## config.mk

```make
export PLATFORM = sky130hd
export DESIGN_NAME = odt_device_flat
export DESIGN_NICKNAME = d
export VERILOG_FILES = /design/src/odt_pkg.sv /design/src/odt_if.sv /design/src/odt_delay_line.sv /design/src/odt_device.sv /design/src/flat_wrapper.sv
export SDC_FILE = /design/constraint.sdc
export NUM_CORES = 1
export LEC_CHECK = 0
export CORE_UTILIZATION = 58
export CTS_BUF_LIST = sky130_fd_sc_hd__clkbuf_8
export CTS_CLUSTER_SIZE = 24
export DETAILED_ROUTE_END_ITERATION = 16
export DONT_BUFFER_PORTS = 1
export PLACE_DENSITY = 0.74
export SYNTH_ARGS = -nofsm -noshare
export SYNTH_HDL_FRONTEND = slang
export SYNTH_HIERARCHICAL = 1
export SYNTH_SLANG_ARGS = --single-unit
```

## constraint.sdc

```tcl
create_clock -name pclk -period 2.9 [get_ports pclk]
set_input_delay 0.435 -clock pclk [delete_from_list [all_inputs] [get_ports pclk]]
set_output_delay 0.435 -clock pclk [all_outputs]
set_load 0.02 [all_outputs]
```

## src/odt_pkg.sv

```systemverilog
// shared constants and types for the termination control ends
package odt_pkg;
  localparam int RZQ_OHMS = 240;
  localparam logic [2:0] NOM_OFF   = 3'h0;
  localparam logic [2:0] NOM_DIV4  = 3'h1;
  localparam logic [2:0] NOM_DIV2  = 3'h2;
  localparam logic [2:0] NOM_DIV6  = 3'h3;
  localparam logic [2:0] NOM_DIV12 = 3'h4;
  localparam logic [2:0] NOM_DIV8  = 3'h5;
  localparam logic [1:0] WR_OFF    = 2'h0;
  localparam logic [1:0] WR_DIV4   = 2'h1;
  localparam logic [1:0] WR_DIV2   = 2'h2;
  localparam logic [1:0] WR_RSVD   = 2'h3;
  localparam logic [1:0] AL_ZERO   = 2'h0;
  localparam logic [1:0] AL_CL1    = 2'h1;
  localparam logic [1:0] AL_CL2    = 2'h2;
  localparam logic [1:0] BURST_FIX8 = 2'h0;
  localparam logic [1:0] BURST_OTF  = 2'h1;
  localparam logic [1:0] BURST_FIX4 = 2'h2;
  localparam logic [5:0] LAT_OFFSET = 6'h02;
  localparam logic [3:0] MIN_HIGH_SHORT = 4'h4;
  localparam logic [3:0] MIN_HIGH_LONG  = 4'h6;
  localparam int CLK_PERIOD_NS   = 25;
  localparam int ASYNC_MIN_NS    = 1;
  localparam int ASYNC_MAX_NS    = 9;
  localparam int ASYNC_CYC_RAW   = ASYNC_MAX_NS / CLK_PERIOD_NS;
  localparam logic [5:0] ASYNC_DELAY_CYC =
    (ASYNC_CYC_RAW < 1) ? 6'h01 : 6'(ASYNC_CYC_RAW);
  // apb map
  localparam logic [7:0] CTRL_ADDR   = 8'h00;
  localparam logic [7:0] MODE_ADDR   = 8'h04;
  localparam logic [7:0] CMD_ADDR    = 8'h08;
  localparam logic [7:0] STATUS_ADDR = 8'h0C;
  localparam int CTRL_TERM_REQ = 0;
  localparam int CTRL_READ     = 1;
  localparam int CTRL_SREF     = 2;
  localparam int CTRL_DLL_OFF  = 3;
  localparam int CTRL_INIT     = 4;
  localparam int CMD_WRITE     = 0;
  localparam int CMD_CHOP      = 1;
  localparam logic [31:0] MODE_RESET = 32'h0008_1500;
  typedef enum logic [2:0] {
    ODT_SEL_OFF = 3'b001,
    ODT_SEL_NOM = 3'b010,
    ODT_SEL_WR  = 3'b100
  } odt_sel_type;
endpackage

```

## src/odt_if.sv

```systemverilog
// link between memory controller end and device termination end
`timescale 1ns/10ps
interface odt_if;
  logic       term_ctrl;
  logic       wr_cmd;
  logic       wr_chop;
  logic       rd_active;
  logic       self_refresh;
  logic       dll_off;
  logic       init_done;
  logic [2:0] nom_code;
  logic [1:0] wr_code;
  logic [1:0] al_code;
  logic [3:0] cas_write_latency;
  logic [3:0] cl;
  logic [1:0] burst_mode;
  modport host (output term_ctrl, wr_cmd, wr_chop, rd_active, self_refresh,
    dll_off, init_done, nom_code, wr_code, al_code, cas_write_latency, cl, burst_mode);
  modport device (input term_ctrl, wr_cmd, wr_chop, rd_active, self_refresh,
    dll_off, init_done, nom_code, wr_code, al_code, cas_write_latency, cl, burst_mode);
endinterface

```

## src/odt_delay_line.sv

```systemverilog
// shift register keeping the recent history of a few sampled bits
`timescale 1ns/10ps
module odt_delay_line #(
  parameter int W     = 3,
  parameter int DEPTH = 40
) (
  input  wire logic                      pclk,
  input  wire logic                      presetn,
  input  wire logic [W-1:0]              d,
  output logic      [DEPTH-1:0][W-1:0]   hist
);
  // one register per stage, so no packed word has several writers
  logic [W-1:0] stage_reg [DEPTH];
  genvar g;
  for (g = 0; g < DEPTH; g++) begin : g_stage
    if (g == 0) begin : g_first
      always_ff @(posedge pclk or negedge presetn) begin
        if (!presetn) begin
          stage_reg[g] <= '0;
        end else begin
          stage_reg[g] <= d;
        end
      end
    end else begin : g_next
      always_ff @(posedge pclk or negedge presetn) begin
        if (!presetn) begin
          stage_reg[g] <= '0;
        end else begin
          stage_reg[g] <= stage_reg[g-1];
        end
      end
    end
  end
  always_comb begin
    for (int k = 0; k < DEPTH; k++) begin
      hist[k] = stage_reg[k];
    end
  end
endmodule // odt_delay_line

```

## src/odt_device.sv

```systemverilog
// device end: nominal and dynamic on-die termination control
// Operation
// RULE1 - ignore pin in self refresh or both disabled
// RULE2 - synchronous normally, asynchronous when dll off
// RULE3 - write value only during write bursts
// RULE4 - three-bit nominal field enables, pin switches
// RULE5 - decode nominal codes to rzq fractions
// RULE6 - controller never programs nominal codes 110/111
// RULE7 - controller holds pin low in reads, refresh
// RULE8 - termination on only after init, not read
// RULE9 - nominal-only writes limited to rzq/2,4,6
// RULE10 - sync on/off cwl+al-2 after pin sample
// RULE11 - async on/off within 1 to 9 ns; here one delay tap plus the output register, two 25 ns clocks
// RULE12 - pin high at least 4 cycles
// RULE13 - pin high 6 cycles after full write
// RULE14 - dynamic switch automatic, back after burst
// RULE15 - dynamic enabled when either write bit set
// RULE16 - controller disables dynamic when dll off
// RULE17 - idle uses nominal with pin latencies
// RULE18 - switch to write value wl-2 after write
// RULE19 - switch back at 6 or 4 plus latency
// RULE20 - value undefined in changeover window
// RULE21 - nominal timing also governs dynamic mode
// RULE22 - decode write field to rzq fractions
// RULE23 - additive latency delays internal control
// RULE24 - track burst length per registered write
//
// Chosen here: the APB interface to the registers and the register offsets.
`timescale 1ns/10ps
module odt_device #(
  parameter int DEPTH = 40
) (
  odt_if.device                 link,
  input  wire logic             pclk,
  input  wire logic             presetn,
  output logic                  term_on,
  output odt_pkg::odt_sel_type  term_sel,
  output logic [7:0]            term_ohms,
  output logic                  changeover,
  output logic                  async_mode
);
  localparam int HW = 3;
  localparam int PIN_BIT = 0;
  localparam int WR_BIT = 1;
  localparam int CHOP_BIT = 2;
  localparam logic [5:0] LAST_TAP = 6'(DEPTH);

  logic                   ignore_pin;
  logic                   pin_gated;
  logic                   dyn_en;
  logic                   chop_now;
  logic [5:0]             al_cyc;
  logic [5:0]             lat;
  logic [5:0]             pin_tap;
  logic [5:0]             end4_tap;
  logic [5:0]             end8_tap;
  logic [DEPTH-1:0][HW-1:0] hist;
  logic                   pin_late;
  logic                   wr_start;
  logic                   wr_end;
  logic                   wr_active_reg;
  logic                   wr_active_next;
  logic                   term_on_next;
  odt_pkg::odt_sel_type   sel_next;
  logic [7:0]             ohms_next;

  function automatic logic [7:0] nom_ohms(input logic [2:0] code);
    logic [7:0] r;
    r = 8'h00;
    case (code)
      odt_pkg::NOM_DIV4:  r = 8'(odt_pkg::RZQ_OHMS / 4); // RULE5
      odt_pkg::NOM_DIV2:  r = 8'(odt_pkg::RZQ_OHMS / 2);
      odt_pkg::NOM_DIV6:  r = 8'(odt_pkg::RZQ_OHMS / 6);
      odt_pkg::NOM_DIV12: r = 8'(odt_pkg::RZQ_OHMS / 12);
      odt_pkg::NOM_DIV8:  r = 8'(odt_pkg::RZQ_OHMS / 8);
      default:            r = 8'h00;
    endcase
    return r;
  endfunction

  function automatic logic [7:0] wr_ohms(input logic [1:0] code);
    logic [7:0] r;
    r = 8'h00;
    case (code)
      odt_pkg::WR_DIV4: r = 8'(odt_pkg::RZQ_OHMS / 4); // RULE22
      odt_pkg::WR_DIV2: r = 8'(odt_pkg::RZQ_OHMS / 2);
      default:          r = 8'h00;
    endcase
    return r;
  endfunction

  // pin gating: self refresh, all-off, before init, during reads
  always_comb begin
    ignore_pin = link.self_refresh ||
      (link.nom_code == odt_pkg::NOM_OFF &&
       link.wr_code == odt_pkg::WR_OFF); // RULE1
    pin_gated = link.term_ctrl && !ignore_pin &&
      link.init_done && !link.rd_active; // RULE8
  end

  // reserved write code counts as enabled but gives no value
  assign dyn_en = link.wr_code != odt_pkg::WR_OFF; // RULE15

  // burst size of this write, fixed or picked per command
  always_comb begin
    unique case (link.burst_mode)
      odt_pkg::BURST_FIX4: chop_now = 1'b1;
      odt_pkg::BURST_OTF:  chop_now = link.wr_chop;
      default:             chop_now = 1'b0;
    endcase
  end

  // latency from cwl and additive latency
  always_comb begin
    unique case (link.al_code)
      odt_pkg::AL_CL1: al_cyc = {2'b00, link.cl} - 6'h01; // RULE23
      odt_pkg::AL_CL2: al_cyc = {2'b00, link.cl} - 6'h02;
      default:         al_cyc = 6'h00;
    endcase
    lat = {2'b00, link.cas_write_latency} + al_cyc - odt_pkg::LAT_OFFSET; // RULE10
    if (lat < 6'h01 || lat > LAST_TAP - 6'(odt_pkg::MIN_HIGH_LONG)) begin
      lat = 6'h01;
    end
  end

  // dll off: short fixed delay of one tap, no cwl or al latency
  assign pin_tap = link.dll_off ? odt_pkg::ASYNC_DELAY_CYC : lat; // RULE2 RULE11
  assign end4_tap = lat + 6'(odt_pkg::MIN_HIGH_SHORT);
  assign end8_tap = lat + 6'(odt_pkg::MIN_HIGH_LONG);

  // history of {chop, write, pin}; write bits carry burst size
  odt_delay_line #(
    .W     (HW),
    .DEPTH (DEPTH)
  ) u_hist (
    .pclk    (pclk),
    .presetn (presetn),
    .d       ({chop_now, link.wr_cmd, pin_gated}), // RULE24
    .hist    (hist)
  );

  always_comb begin
    pin_late = hist[pin_tap - 6'h01][PIN_BIT]; // RULE10 RULE17
    wr_start = hist[lat - 6'h01][WR_BIT]; // RULE18
    wr_end = (hist[end4_tap - 6'h01][WR_BIT] &&
              hist[end4_tap - 6'h01][CHOP_BIT]) ||
             (hist[end8_tap - 6'h01][WR_BIT] &&
              !hist[end8_tap - 6'h01][CHOP_BIT]); // RULE19
  end

  // a new burst starting wins over the end of the previous one
  always_comb begin
    wr_active_next = wr_active_reg;
    if (wr_end) begin
      wr_active_next = 1'b0;
    end
    if (wr_start) begin
      wr_active_next = 1'b1; // RULE14
    end
  end

  always_ff @(posedge pclk or negedge presetn) begin
    if (!presetn) begin
      wr_active_reg <= 1'b0;
    end else begin
      wr_active_reg <= wr_active_next;
    end
  end

  // write value replaces nominal or nothing, only while on
  always_comb begin
    term_on_next = 1'b0;
    sel_next = odt_pkg::ODT_SEL_OFF;
    ohms_next = 8'h00;
    if (pin_late) begin // RULE21
      if (dyn_en && wr_active_next &&
          wr_ohms(link.wr_code) != 8'h00) begin
        sel_next = odt_pkg::ODT_SEL_WR; // RULE3
        ohms_next = wr_ohms(link.wr_code);
      end else if (nom_ohms(link.nom_code) != 8'h00) begin
        sel_next = odt_pkg::ODT_SEL_NOM; // RULE4 RULE17
        ohms_next = nom_ohms(link.nom_code);
      end
      term_on_next = sel_next != odt_pkg::ODT_SEL_OFF;
    end
  end

  always_ff @(posedge pclk or negedge presetn) begin
    if (!presetn) begin
      term_on <= 1'b0;
      term_sel <= odt_pkg::ODT_SEL_OFF;
      term_ohms <= 8'h00;
    end else begin
      term_on <= term_on_next;
      term_sel <= sel_next;
      term_ohms <= ohms_next;
    end
  end

  // one cycle marking the skew window after nominal/write swaps
  always_ff @(posedge pclk or negedge presetn) begin
    if (!presetn) begin
      changeover <= 1'b0;
    end else begin
      changeover <= term_on && term_on_next &&
        sel_next != term_sel; // RULE20
    end
  end

  always_ff @(posedge pclk or negedge presetn) begin
    if (!presetn) begin
      async_mode <= 1'b0;
    end else begin
      async_mode <= link.dll_off; // RULE2
    end
  end
endmodule // odt_device

```

## src/flat_wrapper.sv

```systemverilog
// flat-port wrapper written by rule: the top's interface ports become plain ports
module odt_device_flat 
#(
  parameter int DEPTH = 40
)
  (pclk, presetn, term_on, term_sel, term_ohms, changeover, async_mode, link_term_ctrl, link_wr_cmd, link_wr_chop, link_rd_active, link_self_refresh, link_dll_off, link_init_done, link_nom_code, link_wr_code, link_al_code, link_cas_write_latency, link_cl, link_burst_mode);
  odt_if link_i ();
  input  wire logic pclk;
  input  wire logic presetn;
  output logic term_on;
  output odt_pkg::odt_sel_type term_sel;
  output logic [7:0] term_ohms;
  output logic changeover;
  output logic async_mode;
  input wire logic [$bits(link_i.term_ctrl)-1:0] link_term_ctrl;
  input wire logic [$bits(link_i.wr_cmd)-1:0] link_wr_cmd;
  input wire logic [$bits(link_i.wr_chop)-1:0] link_wr_chop;
  input wire logic [$bits(link_i.rd_active)-1:0] link_rd_active;
  input wire logic [$bits(link_i.self_refresh)-1:0] link_self_refresh;
  input wire logic [$bits(link_i.dll_off)-1:0] link_dll_off;
  input wire logic [$bits(link_i.init_done)-1:0] link_init_done;
  input wire logic [$bits(link_i.nom_code)-1:0] link_nom_code;
  input wire logic [$bits(link_i.wr_code)-1:0] link_wr_code;
  input wire logic [$bits(link_i.al_code)-1:0] link_al_code;
  input wire logic [$bits(link_i.cas_write_latency)-1:0] link_cas_write_latency;
  input wire logic [$bits(link_i.cl)-1:0] link_cl;
  input wire logic [$bits(link_i.burst_mode)-1:0] link_burst_mode;
  assign link_i.term_ctrl = link_term_ctrl;
  assign link_i.wr_cmd = link_wr_cmd;
  assign link_i.wr_chop = link_wr_chop;
  assign link_i.rd_active = link_rd_active;
  assign link_i.self_refresh = link_self_refresh;
  assign link_i.dll_off = link_dll_off;
  assign link_i.init_done = link_init_done;
  assign link_i.nom_code = link_nom_code;
  assign link_i.wr_code = link_wr_code;
  assign link_i.al_code = link_al_code;
  assign link_i.cas_write_latency = link_cas_write_latency;
  assign link_i.cl = link_cl;
  assign link_i.burst_mode = link_burst_mode;
  odt_device #(.DEPTH(DEPTH)) u_core (.link(link_i), .pclk(pclk), .presetn(presetn), .term_on(term_on), .term_sel(term_sel), .term_ohms(term_ohms), .changeover(changeover), .async_mode(async_mode));
endmodule
```

==> flow_summary.ini <==
[finish]
largest_reg_flops = 120
mostFrequentLayoutCell = dfrtp_1
layout_common_cells = dfrtp_1 (132), buf_4 (92), nand2_1 (41)
drive_above_1_share = 0.328
utilization = 0.746
area_growth_pct = 24.2
final_nets = 704
final_cell_area_sq_um = 8160
antenna_cells = 0

[critical_path]
worstSetupStartpointType = input port
crit_start = link_al_code[0]
critical_path.endpoint = u_core/term_ohms[6]$_DFF_PN0_
r2r-start = u_core/u_hist/hist[38]$_DFF_PN0_
r2r_cells = 10
crit_arrival_ns = 5.46
cp.required_ns = 3.23
crit_type = in -> reg
worst_setup_path_end_kind = flop
reg2reg_to = u_core/term_ohms[6]$_DFF_PN0_
reg2reg_slack_ns = 0.36
path_max_fanout = 21

[sta]
setup_slack_ns = -2.24
setup_viol = 12
period_share = 1.77
finClkSkew_ns = 0.0147
clock.fmax_ghz = 0.195
final_max_slew_viol_count = 0
hold_viol = 133
whs_ns = -0.295
rsz0062_at_grt = true
fin_crit_ns = 5.14
tns_ns = -25.46
maxSlewHeadroom = 0.524
worst_pin_slew_ns = 0.709

[power_and_ir_drop]
total_leakage_power_nw = 3.75
power_density_nw_per_um2 = 720
peakVddDrop_mv = 0.579
power.total_w = 0.00587

[logic_synthesis]
synth_cell_type_count = 73
ys_seq_area_frac = 0.507
synthesis.instances = 553
async_reset_ff_frac = 1.00
synth-edff-count = 0
ys_ff_latch = 133
dominantRegCellSynth = dfrtp_1
yosysWarnings = 6
synth_area_sq_um = 6570
avgSynthCellArea_sq_um = 11.9

[global_routing]
grt_start_max_net_pins = 134
track_usage = 0.268
antenna_found_initial = 0
grt_pass1_wl_mm = 23.5
grt_pass1_vias = 4900
grt_remaining_overflow = 0

[routing]
met2_length_mm = 7.52
top_layer = met4
wirelength_mm = 14.7
ant_nets = 0
remaining_drc_errors = 0
wl_per_cell_microns = 18.2
drt_iter0_drc = 358
viasPerCell = 5.86
drtPass1Iterations = 4
dr_wl_met3_microns = 596
vias = 4727
wl_met1_mm = 6.33

[cts]
cts_tree = built
cts.sinks = 133
clock_latency_ns = 0.44
cts-root-buf = clkbuf_8
path_clk_slew_ns = 0.07
cts_hold_buf = 2
cts_made_buffers = 17
cts_max_level = 4
cts.path.max_buffers = 2

[die]
rows = 38
core-area_sq_um = 10900
initial_core_util = 0.601
dieArea_sq_um = 11800
die_y_microns = 108
die_w_microns = 108
ios = 40

[placement]
dp_slack_ns = -2.74
portBuffers = 0
placed_area_sq_um = 7360
place.gp.congestion = 0.924
dp_hpwl_mm = 10.2

[run_status]
outcome = finished with violations
violations = hold timing, setup timing

[hold_path]
hp-class = in -> async

[run]
cap_violations = 0
[worst max-delay path, cell delays in order]
cell and delay, ns:
inv_2 0.03, ha_4 0.15, nor2b_4 0.12, o21bai_1 0.15, ha_1 0.24, inv_1 0.06
ha_2 0.17, inv_2 0.04, fa_2 0.60, inv_2 0.05, or4_1 0.50, mux2_4 0.31
a2bb2oi_4 0.19, buf_6 0.13, buf_4 0.31, mux4_2 0.56, a31o_2 0.26, a311oi_1 0.21
buf_4 0.17, nor4_4 0.04, a32oi_4 0.29, buf_6 0.18, mux2i_1 0.19, nor2_1 0.06
[stage by stage]
step                hold WS, ns  cells
floorplan                 0.139    554
global placement          0.145    749
detailed placement        0.144    749
CTS                      -0.358    800
global route             -0.353    807
finish                   -0.295    807
[cell families (layout without fill, tap and decap cells)]
kind of cell / count (synthesis) / in the layout / share of synthesized area
and+or+nand+nor: 170 / 170 / 0.140
DFF: 133 / 133 / 0.507
AOI/OAI and AO/OA: 94 / 94 / 0.106
muxes: 61 / 61 / 0.142
buffers and inverters: 58 / 171 / 0.0421
adders and majority gates: 24 / 24 / 0.0469
xor gates and xnor gates: 12 / 12 / 0.0160
other: 1 / 2 / 0.000571
[synth_stat cells (12+ instances only)]
cell type | n | area [sq um]
nand2_1 | 42 | 158
dfrtp_1 | 132 | 3300
nor2_1 | 21 | 78.8
mux2i_1 | 32 | 320
nor2b_1 | 32 | 200
ha_1 | 23 | 288
a21oi_1 | 18 | 90.1
o21ai_0 | 21 | 105
clkbuf_1 | 12 | 45.0
mux4_2 | 25 | 563
nand3_1 | 24 | 120
inv_1 | 30 | 113
[cell type report]
type | instances | area (sq um)
clock buffers | 21 | 289
clock inverters | 11 | 100
fillers | 697 | 2780
inverters | 31 | 131
multi-input cells | 363 | 3210
flip-flops and latches | 133 | 3330
well taps | 140 | 175
repair buffers | 108 | 925
[where the power goes]
part / switching, W / internal, W / leakage (nW)
Clock: 0.000693 / 0.000770 / 0.204
Combinational: 0.00108 / 0.00123 / 1.83
Sequential: 0.000128 / 0.00197 / 1.71
[timing repair]
action | CTS | global route
resized for setup | 12 | 39
gates cloned | 1 | 0
endpoints found under the hold margin | 135 | 133
buffers inserted | 16 | 7
endpoints found under the setup margin | 12 | 12
pin swaps | 9 | 15
[per-layer routing]
metal	vias up	GRT usage
met5	-	0
met4	0	0.111
met3	21	0.0675
met2	111	0.444
met1	2387	0.337
li1	2208	-
[how the worst min path moves through the flow]
stage | from | to | slack (ns) | depth (start not counted)
6_report | presetn | u_core/u_hist/hist[108]$_DFF_PN0_ | -0.30 | 0
4_1_cts | presetn | u_core/u_hist/hist[110]$_DFF_PN0_ | -0.36 | 0
5_1_grt | presetn | u_core/u_hist/hist[109]$_DFF_PN0_ | -0.35 | 0
3_3_place_gp | presetn | u_core/u_hist/hist[118]$_DFF_PN0_ | 0.15 | 0
3_5_place_dp | presetn | u_core/u_hist/hist[115]$_DFF_PN0_ | 0.14 | 0
2_1_floorplan | presetn | u_core/async_mode$_DFF_PN0_ | 0.14 | 0
No activity file was read; power rests on OpenSTA's default activity.
